File: config.mk
export PLATFORM = sky130hd
export DESIGN_NAME = psb_power_seq_bank
export DESIGN_NICKNAME = d
export VERILOG_FILES = /design/src/design/psb_pkg.sv /design/src/design/psb_power_seq_bank.sv
export SDC_FILE = /design/constraint.sdc
export NUM_CORES = 2
export LEC_CHECK = 0
export BUFFER_PORTS_ARGS = -buffer_cell sky130_fd_sc_hd__clkbuf_2
export CAP_MARGIN = 20
export CELL_PAD_IN_SITES_DETAIL_PLACEMENT = 1
export CELL_PAD_IN_SITES_GLOBAL_PLACEMENT = 2
export CORE_MARGIN = 1.5
export CORE_UTILIZATION = 40
export DETAILED_ROUTE_END_ITERATION = 7
export PLACE_DENSITY = 0.82
export SLEW_MARGIN = 10
export SYNTH_ARGS = -nofsm -noshare
export SYNTH_HDL_FRONTEND = slang
export SYNTH_SLANG_ARGS = --single-unit
File: constraint.sdc
create_clock -name mclk -period 17.8 [get_ports mclk]
set_clock_uncertainty 0.15 [all_clocks]
set_input_delay 0.89 -clock mclk [delete_from_list [all_inputs] [get_ports mclk]]
set_output_delay 0.89 -clock mclk [all_outputs]
set_load 0.01 [all_outputs]
File: src/design/psb_pkg.sv
// Shared constants, types and carriers of the power sequencing and status bank
package psb_pkg;

  // Command codes of the bank
  localparam logic [7:0] CMD_PG_THRESH = 8'h5E;
  localparam logic [7:0] CMD_ON_DELAY  = 8'h60;
  localparam logic [7:0] CMD_ON_RISE   = 8'h61;
  localparam logic [7:0] CMD_OFF_DELAY = 8'h64;
  localparam logic [7:0] CMD_OFF_FALL  = 8'h65;
  localparam logic [7:0] CMD_SUM_BYTE  = 8'h78;
  localparam logic [7:0] CMD_SUM_WORD  = 8'h79;
  localparam logic [7:0] CMD_VOUT_FLG  = 8'h7A;
  localparam logic [7:0] CMD_IOUT_FLG  = 8'h7B;
  localparam logic [7:0] CMD_SUPPLY_FLG = 8'h7C;

  // Reset values, power-good strap scale and strap settle count
  localparam logic [15:0] RST_DELAY     = 16'hCA80;
  localparam logic [15:0] RST_RAMP      = 16'hD280;
  localparam logic [7:0]  RST_FLAGS     = 8'h00;
  localparam logic [15:0] RST_WORD      = 16'h0000;
  localparam logic [4:0]  PG_NUM        = 5'h09;
  localparam logic [4:0]  PG_DEN        = 5'h0A;
  localparam logic [1:0]  STRAP_SETTLE  = 2'h2;

  // Range limits in milliseconds
  localparam int DELAY_MAX_MS = 500;
  localparam int RAMP_MAX_MS  = 200;

  // Timing base
  localparam int MS_NS      = 1000000;
  localparam int CLK_NS     = 10;
  localparam int MS_CYCLES  = MS_NS / CLK_NS;

  // Summary byte / word bit positions
  localparam int SB_BUSY = 7;
  localparam int SB_OFF  = 6;
  localparam int SB_VOV  = 5;
  localparam int SB_IOC  = 4;
  localparam int SB_VUV  = 3;
  localparam int SB_TEMP = 2;
  localparam int SB_COMM = 1;
  localparam int SB_NOTA = 0;
  localparam int SW_VOUT = 15;
  localparam int SW_IOUT = 14;
  localparam int SW_INP  = 13;
  localparam int SW_VEND = 12;
  localparam int SW_PGN  = 11;
  localparam int SW_FANS = 10;
  localparam int SW_OTH  = 9;
  localparam int SW_UNK  = 8;

  // Detail flag positions (bits 3:0 unused, iout bit 5 reserved)
  localparam logic [7:0] VOUT_USED_MASK = 8'hF0;
  localparam logic [7:0] IOUT_USED_MASK = 8'hD0;
  localparam logic [7:0] SUPPLY_USED_MASK = 8'hF0;
  localparam logic [7:0] SUPPLY_WARN_MASK = 8'h60;

  typedef enum logic [5:0] {
    SEQ_OFF       = 6'b00_0001,
    SEQ_ON_DELAY  = 6'b00_0010,
    SEQ_RISE      = 6'b00_0100,
    SEQ_ON        = 6'b00_1000,
    SEQ_OFF_DELAY = 6'b01_0000,
    SEQ_FALL      = 6'b10_0000
  } psb_seq_t;

  typedef struct packed {
    logic        wrEn;
    logic        rdEn;
    logic        clrFaults;
    logic [7:0]  code;
    logic [15:0] wrData;
  } psb_cmd_t;

  typedef struct packed {
    logic        rdValid;
    logic        known;
    logic [15:0] rdData;
  } psb_rsp_t;

  // Fault events from the monitors, one-cycle or level, same clock
  typedef struct packed {
    logic [7:0] voutFlags;
    logic [7:0] ioutFlags;
    logic [7:0] supplyFlags;
    logic       busy;
    logic       temperature;
    logic       commLogicMemoryFlag;
    logic       vendorCategoryFlag;
    logic       fans;
    logic       other;
    logic       unknown;
    logic       noneOfAbove;
  } psb_evt_t;

endpackage

File: src/design/psb_power_seq_bank.sv
// Command registers, power-good, on/off sequencer and fault status of the converter
`timescale 1ns/1ns
module psb_power_seq_bank #(
  parameter int MS_CYC = psb_pkg::MS_CYCLES
) (
  input  wire logic             mclk,
  input  wire logic             nrst,
  input  wire psb_pkg::psb_cmd_t cmd,
  output      psb_pkg::psb_rsp_t rsp,
  input  wire logic             enablePin,
  input  wire logic [15:0]      outputSetpointStrap,
  input  wire logic [15:0]      outputVoltage,
  input  wire logic [15:0]      outputUndervoltFaultThreshold,
  input  wire psb_pkg::psb_evt_t evt,
  output      logic             powerGood,
  output      logic             railOn,
  output      logic             rampUp,
  output      logic             rampDown,
  output      logic             hostAlert
);
  import psb_pkg::*;

  // Refused at elaboration: counter and clamp arithmetic assume this range
  if (MS_CYC < 1 || MS_CYC > 1000000) begin : g_bad_ms_cyc
    $error("MS_CYC out of range");
  end

  typedef struct packed {
    logic        enSync1;
    logic        enSync2;
    logic [15:0] strapSync1;
    logic [15:0] strapSync2;
    logic [1:0]  strapCnt;
    logic        strapLoaded;
    logic [15:0] pgThresh;
    logic [15:0] onDelay;
    logic [15:0] onRise;
    logic [15:0] offDelay;
    logic [15:0] offFall;
    logic [7:0]  voutFlags;
    logic [7:0]  ioutFlags;
    logic [7:0]  supplyFlags;
    logic        busy;
    logic        temperature;
    logic        comm;
    logic        vendor;
    logic        fans;
    logic        other;
    logic        unknown;
    logic        nota;
    logic        pg;
    psb_seq_t    seq;
    logic [31:0] cnt;
    logic        railOn;
    logic        rampUp;
    logic        rampDown;
    logic        alert;
    psb_rsp_t    rsp;
  } psb_state_t;

  psb_state_t st_ff;
  psb_state_t nxt_st;

  // Linear-11 time in ms to clock cycles, clamped to the legal range
  function automatic logic [31:0] linElevenToCycles(input logic [15:0] val,
                                                     input int maxMs);
    logic signed [4:0]  ex;
    logic signed [10:0] mant;
    logic [63:0]        prod;
    logic [63:0]        lim;
    ex   = val[15:11];
    mant = val[10:0];
    lim  = 64'(maxMs) * 64'(MS_CYC);
    if (mant < 0) begin
      prod = 64'h0000_0000_0000_0000;
    end else begin
      prod = 64'(mant) * 64'(MS_CYC);
      if (ex < 0) begin
        prod = prod >> (-ex);
      end else begin
        prod = prod << ex;
      end
    end
    if (prod > lim) begin
      prod = lim;
    end
    return prod[31:0];
  endfunction

  logic [7:0]  sumByte;
  logic [15:0] sumWord;
  logic        unpowered;

  // One storage feeds both summary reads
  always_comb begin
    unpowered = (st_ff.seq == SEQ_OFF) || (st_ff.seq == SEQ_ON_DELAY);
    sumByte = 8'h00;
    sumByte[SB_BUSY] = st_ff.busy;
    sumByte[SB_OFF]  = unpowered;
    sumByte[SB_VOV]  = st_ff.voutFlags[7];
    sumByte[SB_IOC]  = st_ff.ioutFlags[7];
    sumByte[SB_VUV]  = st_ff.supplyFlags[4];
    sumByte[SB_TEMP] = st_ff.temperature;
    sumByte[SB_COMM] = st_ff.comm;
    sumByte[SB_NOTA] = st_ff.nota;
    sumWord = {8'h00, sumByte};
    sumWord[SW_VOUT] = |st_ff.voutFlags;
    sumWord[SW_IOUT] = |st_ff.ioutFlags;
    sumWord[SW_INP]  = |st_ff.supplyFlags;
    sumWord[SW_VEND] = st_ff.vendor;
    sumWord[SW_PGN]  = ~st_ff.pg;
    sumWord[SW_FANS] = st_ff.fans;
    sumWord[SW_OTH]  = st_ff.other;
    sumWord[SW_UNK]  = st_ff.unknown;
  end

  logic [19:0] pgScaled;
  logic        clr;
  logic [7:0]  newVout;
  logic [7:0]  newIout;
  logic [7:0]  newSupply;
  logic        newNota;
  logic        anyNew;

  always_comb begin
    nxt_st = st_ff;
    clr    = cmd.clrFaults;
    // Enable and strap are pins, so both pass two flops first
    nxt_st.enSync1    = enablePin;
    nxt_st.enSync2    = st_ff.enSync1;
    nxt_st.strapSync1 = outputSetpointStrap;
    nxt_st.strapSync2 = st_ff.strapSync1;
    pgScaled = (20'(st_ff.strapSync2) * 20'(PG_NUM)) / 20'(PG_DEN);

    // Register writes; status codes are read-only and ignore writes
    if (cmd.wrEn) begin
      unique case (cmd.code)
        CMD_PG_THRESH: nxt_st.pgThresh = cmd.wrData;
        CMD_ON_DELAY:  nxt_st.onDelay  = cmd.wrData;
        CMD_ON_RISE:   nxt_st.onRise   = cmd.wrData;
        CMD_OFF_DELAY: nxt_st.offDelay = cmd.wrData;
        CMD_OFF_FALL:  nxt_st.offFall  = cmd.wrData;
        default: ;
      endcase
    end
    // Strap caught once, after the synchroniser has settled
    if (!st_ff.strapLoaded) begin
      if (st_ff.strapCnt == STRAP_SETTLE) begin
        nxt_st.pgThresh    = pgScaled[15:0];
        nxt_st.strapLoaded = 1'b1;
      end else begin
        nxt_st.strapCnt = st_ff.strapCnt + 2'h1;
      end
    end

    // Hysteresis between the two thresholds
    if (outputVoltage > st_ff.pgThresh) begin
      nxt_st.pg = 1'b1;
    end else if (outputVoltage < outputUndervoltFaultThreshold) begin
      nxt_st.pg = 1'b0;
    end

    // Sequencer; a zero time advances after one cycle
    unique case (st_ff.seq)
      SEQ_OFF: begin
        if (st_ff.enSync2) begin
          nxt_st.seq = SEQ_ON_DELAY;
          nxt_st.cnt = linElevenToCycles(st_ff.onDelay, DELAY_MAX_MS);
        end
      end
      SEQ_ON_DELAY: begin
        if (!st_ff.enSync2) begin
          nxt_st.seq = SEQ_OFF;
        end else if (st_ff.cnt == 32'h0000_0000) begin
          nxt_st.seq = SEQ_RISE;
          nxt_st.cnt = linElevenToCycles(st_ff.onRise, RAMP_MAX_MS);
        end else begin
          nxt_st.cnt = st_ff.cnt - 32'h0000_0001;
        end
      end
      SEQ_RISE: begin
        if (!st_ff.enSync2) begin
          nxt_st.seq = SEQ_OFF_DELAY;
          nxt_st.cnt = linElevenToCycles(st_ff.offDelay, DELAY_MAX_MS);
        end else if (st_ff.cnt == 32'h0000_0000) begin
          nxt_st.seq = SEQ_ON;
        end else begin
          nxt_st.cnt = st_ff.cnt - 32'h0000_0001;
        end
      end
      SEQ_ON: begin
        if (!st_ff.enSync2) begin
          nxt_st.seq = SEQ_OFF_DELAY;
          nxt_st.cnt = linElevenToCycles(st_ff.offDelay, DELAY_MAX_MS);
        end
      end
      SEQ_OFF_DELAY: begin
        if (st_ff.cnt == 32'h0000_0000) begin
          nxt_st.seq = SEQ_FALL;
          nxt_st.cnt = linElevenToCycles(st_ff.offFall, RAMP_MAX_MS);
        end else begin
          nxt_st.cnt = st_ff.cnt - 32'h0000_0001;
        end
      end
      SEQ_FALL: begin
        // Fall runs to completion; a re-enable is taken from off
        if (st_ff.cnt == 32'h0000_0000) begin
          nxt_st.seq = SEQ_OFF;
        end else begin
          nxt_st.cnt = st_ff.cnt - 32'h0000_0001;
        end
      end
      default: begin
        nxt_st.seq = SEQ_OFF;
        nxt_st.cnt = 32'h0000_0000;
      end
    endcase
    // Rail outputs get flops of their own, loaded from the next state
    nxt_st.railOn   = !((nxt_st.seq == SEQ_OFF) || (nxt_st.seq == SEQ_ON_DELAY));
    nxt_st.rampUp   = (nxt_st.seq == SEQ_RISE);
    nxt_st.rampDown = (nxt_st.seq == SEQ_FALL);

    // Latched faults: clear first, then events, so a same-cycle event survives
    newVout   = evt.voutFlags & VOUT_USED_MASK;
    newIout   = evt.ioutFlags & IOUT_USED_MASK;
    newSupply = evt.supplyFlags & SUPPLY_USED_MASK;
    newNota   = evt.noneOfAbove | (|(newSupply & SUPPLY_WARN_MASK));
    if (clr) begin
      nxt_st.voutFlags   = RST_FLAGS;
      nxt_st.ioutFlags   = RST_FLAGS;
      nxt_st.supplyFlags = RST_FLAGS;
      nxt_st.busy        = 1'b0;
      nxt_st.temperature = 1'b0;
      nxt_st.comm        = 1'b0;
      nxt_st.vendor      = 1'b0;
      nxt_st.fans        = 1'b0;
      nxt_st.other       = 1'b0;
      nxt_st.unknown     = 1'b0;
      nxt_st.nota        = 1'b0;
      nxt_st.alert       = 1'b0;
    end
    // Alert only on bits not already latched, so a held fault does not re-notify;
    // taken after the clear, so an event in the clearing cycle alerts again
    anyNew = (|(newVout & ~nxt_st.voutFlags)) | (|(newIout & ~nxt_st.ioutFlags))
           | (|(newSupply & ~nxt_st.supplyFlags)) | (evt.busy & ~nxt_st.busy)
           | (evt.temperature & ~nxt_st.temperature)
           | (evt.commLogicMemoryFlag & ~nxt_st.comm)
           | (evt.vendorCategoryFlag & ~nxt_st.vendor) | (evt.fans & ~nxt_st.fans)
           | (evt.other & ~nxt_st.other) | (evt.unknown & ~nxt_st.unknown)
           | (newNota & ~nxt_st.nota);
    nxt_st.voutFlags   = nxt_st.voutFlags | newVout;
    nxt_st.ioutFlags   = nxt_st.ioutFlags | newIout;
    nxt_st.supplyFlags = nxt_st.supplyFlags | newSupply;
    nxt_st.busy        = nxt_st.busy | evt.busy;
    nxt_st.temperature = nxt_st.temperature | evt.temperature;
    nxt_st.comm        = nxt_st.comm | evt.commLogicMemoryFlag;
    nxt_st.vendor      = nxt_st.vendor | evt.vendorCategoryFlag;
    nxt_st.fans        = nxt_st.fans | evt.fans;
    nxt_st.other       = nxt_st.other | evt.other;
    nxt_st.unknown     = nxt_st.unknown | evt.unknown;
    nxt_st.nota        = nxt_st.nota | newNota;
    nxt_st.alert = nxt_st.alert | anyNew;

    // Reads answer one cycle later; unknown codes read zero
    nxt_st.rsp.rdValid = cmd.rdEn;
    nxt_st.rsp.known   = 1'b1;
    nxt_st.rsp.rdData  = RST_WORD;
    if (cmd.rdEn) begin
      unique case (cmd.code)
        CMD_PG_THRESH:  nxt_st.rsp.rdData = st_ff.pgThresh;
        CMD_ON_DELAY:   nxt_st.rsp.rdData = st_ff.onDelay;
        CMD_ON_RISE:    nxt_st.rsp.rdData = st_ff.onRise;
        CMD_OFF_DELAY:  nxt_st.rsp.rdData = st_ff.offDelay;
        CMD_OFF_FALL:   nxt_st.rsp.rdData = st_ff.offFall;
        CMD_SUM_BYTE:   nxt_st.rsp.rdData = {8'h00, sumByte};
        CMD_SUM_WORD:   nxt_st.rsp.rdData = sumWord;
        CMD_VOUT_FLG:   nxt_st.rsp.rdData = {8'h00, st_ff.voutFlags};
        CMD_IOUT_FLG:   nxt_st.rsp.rdData = {8'h00, st_ff.ioutFlags};
        CMD_SUPPLY_FLG: nxt_st.rsp.rdData = {8'h00, st_ff.supplyFlags};
        default:        nxt_st.rsp.known  = 1'b0;
      endcase
    end
  end

  always_ff @(posedge mclk) begin
    if (!nrst) begin
      st_ff             <= '0;
      st_ff.onDelay     <= RST_DELAY;
      st_ff.offDelay    <= RST_DELAY;
      st_ff.onRise      <= RST_RAMP;
      st_ff.offFall     <= RST_RAMP;
      st_ff.voutFlags   <= RST_FLAGS;
      st_ff.ioutFlags   <= RST_FLAGS;
      st_ff.supplyFlags <= RST_FLAGS;
      st_ff.seq         <= SEQ_OFF;
      st_ff.rsp         <= '0;
    end else begin
      st_ff <= nxt_st;
    end
  end

  assign rsp       = st_ff.rsp;
  assign powerGood = st_ff.pg;
  assign rampUp    = st_ff.rampUp;
  assign rampDown  = st_ff.rampDown;
  assign railOn    = st_ff.railOn;
  assign hostAlert = st_ff.alert;

endmodule

==> metrics.txt <==
total number of nets in the final design=5484; average cell area after synthesis=7.38 sq um; number of synthesis warnings=0; Reg clk slew, reported paths=0.06 ns; number of filler cells placed in the layout=11364; proportion of register bits with asynchronous set or reset after synthesis=0%; unrepaired setup endpoints after global routing=no; post-detailed-placement cell area=38300 sq um; share of layout cells above drive strength 1=9.71%; # H-tree levels=1; most frequent cells in the layout=533 x sky130_fd_sc_hd__nand2_1, 424 x sky130_fd_sc_hd__nor2_1, 375 x sky130_fd_sc_hd__inv_1; most common library cell in the layout ignoring fill and taps=sky130_fd_sc_hd__nand2_1; max-capacitance violation count=0; via-per-instance ratio=6.34; total core area=90600 sq um; count of different cell masters after synthesis=130; peak fanout along the critical path=10; count of endpoints failing setup in the final report=0; PD cells=44.7 nW/um^2; Remaining Overflow, GRT=0; post-detailed-route wirelength per cell=24.1 um; IO Count=133; number of hold-slack violations in the final timing report=0; Max stage delay on crit path=0.81 ns; post-cts gate resize count=0; final critical delay including setup and external delays=10.31 ns; Longest Clk Path Bufs=3; Post-synth top flop=sky130_fd_sc_hd__dfxtp_1; number of sinks handled by clock tree synthesis=210; count of buffers inserted at the top-level ports=119; clock latency reported for the late side of the worst-skew pair=0.58 ns; cell count after synthesis=4975; detailed placer's ending HPWL=117000 um; vias post-DR=38635; Startpoint Class=register; area of the die=93700 sq um; highest metal used=met5; Slew Viols, Final=0; FMAX=97.0 MHz; Tightest Pin Transition=1.23 ns; Pre-antenna DRT Iters=8; Synth area leaders=sky130_fd_sc_hd__ha_1 13%, sky130_fd_sc_hd__dfxtp_1 11%, sky130_fd_sc_hd__fa_1 5.9%, sky130_fd_sc_hd__nand2_1 5.4%, sky130_fd_sc_hd__nor2_1 4.3%; global-route usage over all layers=30.5%; net count after synthesis=5565; wire length of the first global-routing pass=229000 um; starting density of the core=40.6%; x dimension of the die=306 um; cell area after layout=39200 sq um; number of synthesized register bits=210; number of cells on the worst hold path=1; multi-input gate area in the final layout=29800 sq um; post-route clock period utilization=57.9%; number of global-route vias before repair=38361; wire length on met1=66700 um; area added between synthesis and finish=6.60%; placer congestion estimate=0.970; maximum vdd drop=0.0656 mV; Post-synth EDFFs=0; length of routed met2 wiring=68000 um; Worst slew margin=17.3%; clock tree from TritonCTS=yes; sequential cell area fraction in the yosys report=11.4%; crit path capture type=register; library cell occupying the most area in the post-synthesis netlist=sky130_fd_sc_hd__ha_1; setup TNS=0 ns; number of nets with antenna violations after detailed routing=0; cell area after synthesis=36700 sq um; number of standard-cell rows in the floorplan=110; required time at the endpoint of the critical path=18.12 ns; number of design rule violations left after detail routing=0; initial drt markers=3308; number of setup buffers added after CTS=0; leakage=17.0 nW; Hold/Removal Path Class=reg2reg; type of the worst setup path=reg2reg; clock tree root buffer cell=sky130_fd_sc_hd__clkbuf_16; outcome=complete, no violations; hold buffers post-CTS=0; drt total wl=147000 um; standard cell with the maximum stage delay on the critical path=sky130_fd_sc_hd__nor4_1; die height=306 um; initial antenna violation count=4; met3 wire length=7430 um; Reg area=4210 sq um; largest net degree at the start of global routing=75; data arrival time of the worst path=10.63 ns; path depth of the worst reg2reg path=30; top-area cell type share of the netlist area=12.6%; CTS buffer count=26
## worst max-delay path, delay by kind of cell, from the launching register on
| kind | cells | cell delay, ns |
|---|---|---|
| fa+ha+maj | 5 | 1.94 |
| compound gates | 18 | 5.06 |
| buf+inv | 2 | 0.13 |
| simple gates | 5 | 2.16 |
| flops | 1 | 0.74 |
## state kept, by name, summed over array words and instances (netlist names)
register and count:
rampDown 1, rsp 18, hostAlert 1, st_ff 170, powerGood 1, nxt_st 17
railOn 1, rampUp 1
## final timing paths
| kind | from | slack (ns) | to |
|---|---|---|---|
| max | st_ff[94] | 7.49 | st_ff[35] |
| min | nxt_st[178] | 0.28 | st_ff[178] |
| max reg2reg | st_ff[94] | 7.49 | st_ff[35] |
| min reg2reg | nxt_st[178] | 0.28 | st_ff[178] |
## power breakdown
| part | internal (mW) | total, mW | switching (mW) | leakage (nW) |
|---|---|---|---|---|
| Clock | 0.317 | 0.545 | 0.229 | 0.416 |
| Combinational | 0.244 | 0.683 | 0.439 | 14.9 |
| Sequential | 0.495 | 0.522 | 0.0271 | 1.71 |
| Total | 1.06 | 1.75 | 0.695 | 17.0 |
## stage by stage
stage / std cells / utilization [%] / setup slack (ns) / total power, mW / hold WS (ns)
after floorplan: 4975 / - / 9.62 / 1.02 / 0.262
after global routing: 6091 / 43.2 / 7.17 / 1.84 / 0.301
after CTS: 6086 / 43.2 / 7.73 / 1.75 / 0.284
after detailed placement: 6039 / 42.3 / 7.73 / 1.20 / 0.271
final: 6091 / 43.2 / 7.49 / 1.75 / 0.282
after global placement: 6037 / 42.2 / 7.63 / 1.19 / 0.267
## Yosys cell counts (91+ instances only)
cell type	number
sky130_fd_sc_hd__clkbuf_1	249
sky130_fd_sc_hd__a21oi_1	303
sky130_fd_sc_hd__fa_1	109
sky130_fd_sc_hd__xnor2_1	91
sky130_fd_sc_hd__ha_1	371
sky130_fd_sc_hd__nor3_1	124
sky130_fd_sc_hd__nand3_1	123
sky130_fd_sc_hd__dfxtp_1	210
sky130_fd_sc_hd__nor2_1	425
sky130_fd_sc_hd__and2_1	97
sky130_fd_sc_hd__nand2_1	533
sky130_fd_sc_hd__inv_1	375
sky130_fd_sc_hd__mux2i_1	118
sky130_fd_sc_hd__o21ai_0	293
## area by class of cell
type | count | share of cell area [%]
antenna | 2 | 0.0128
timing repair buffer | 214 | 3.36
clock inverter | 9 | 0.313
sequential | 210 | 10.7
inverter | 391 | 3.75
tap | 1176 | 3.76
multi-input combinational | 4051 | 76.2
clock buffer | 38 | 1.88
## kinds of logic after synthesis
group / share of synthesized area [%]
flops: 11.4
simple gates: 21.8
fa+ha+maj: 18.6
buf+inv: 7.62
compound gates: 29.8
xor+xnor: 3.00
mux: 7.76
## layer usage
layer	vias to the layer above	GRT usage [%]
met2	1065	50.1
met3	233	3.36
met4	8	8.83
met1	19198	42.1
li1	18131	-
met5	-	0.827
No activity file was read; power rests on OpenSTA's default activity.
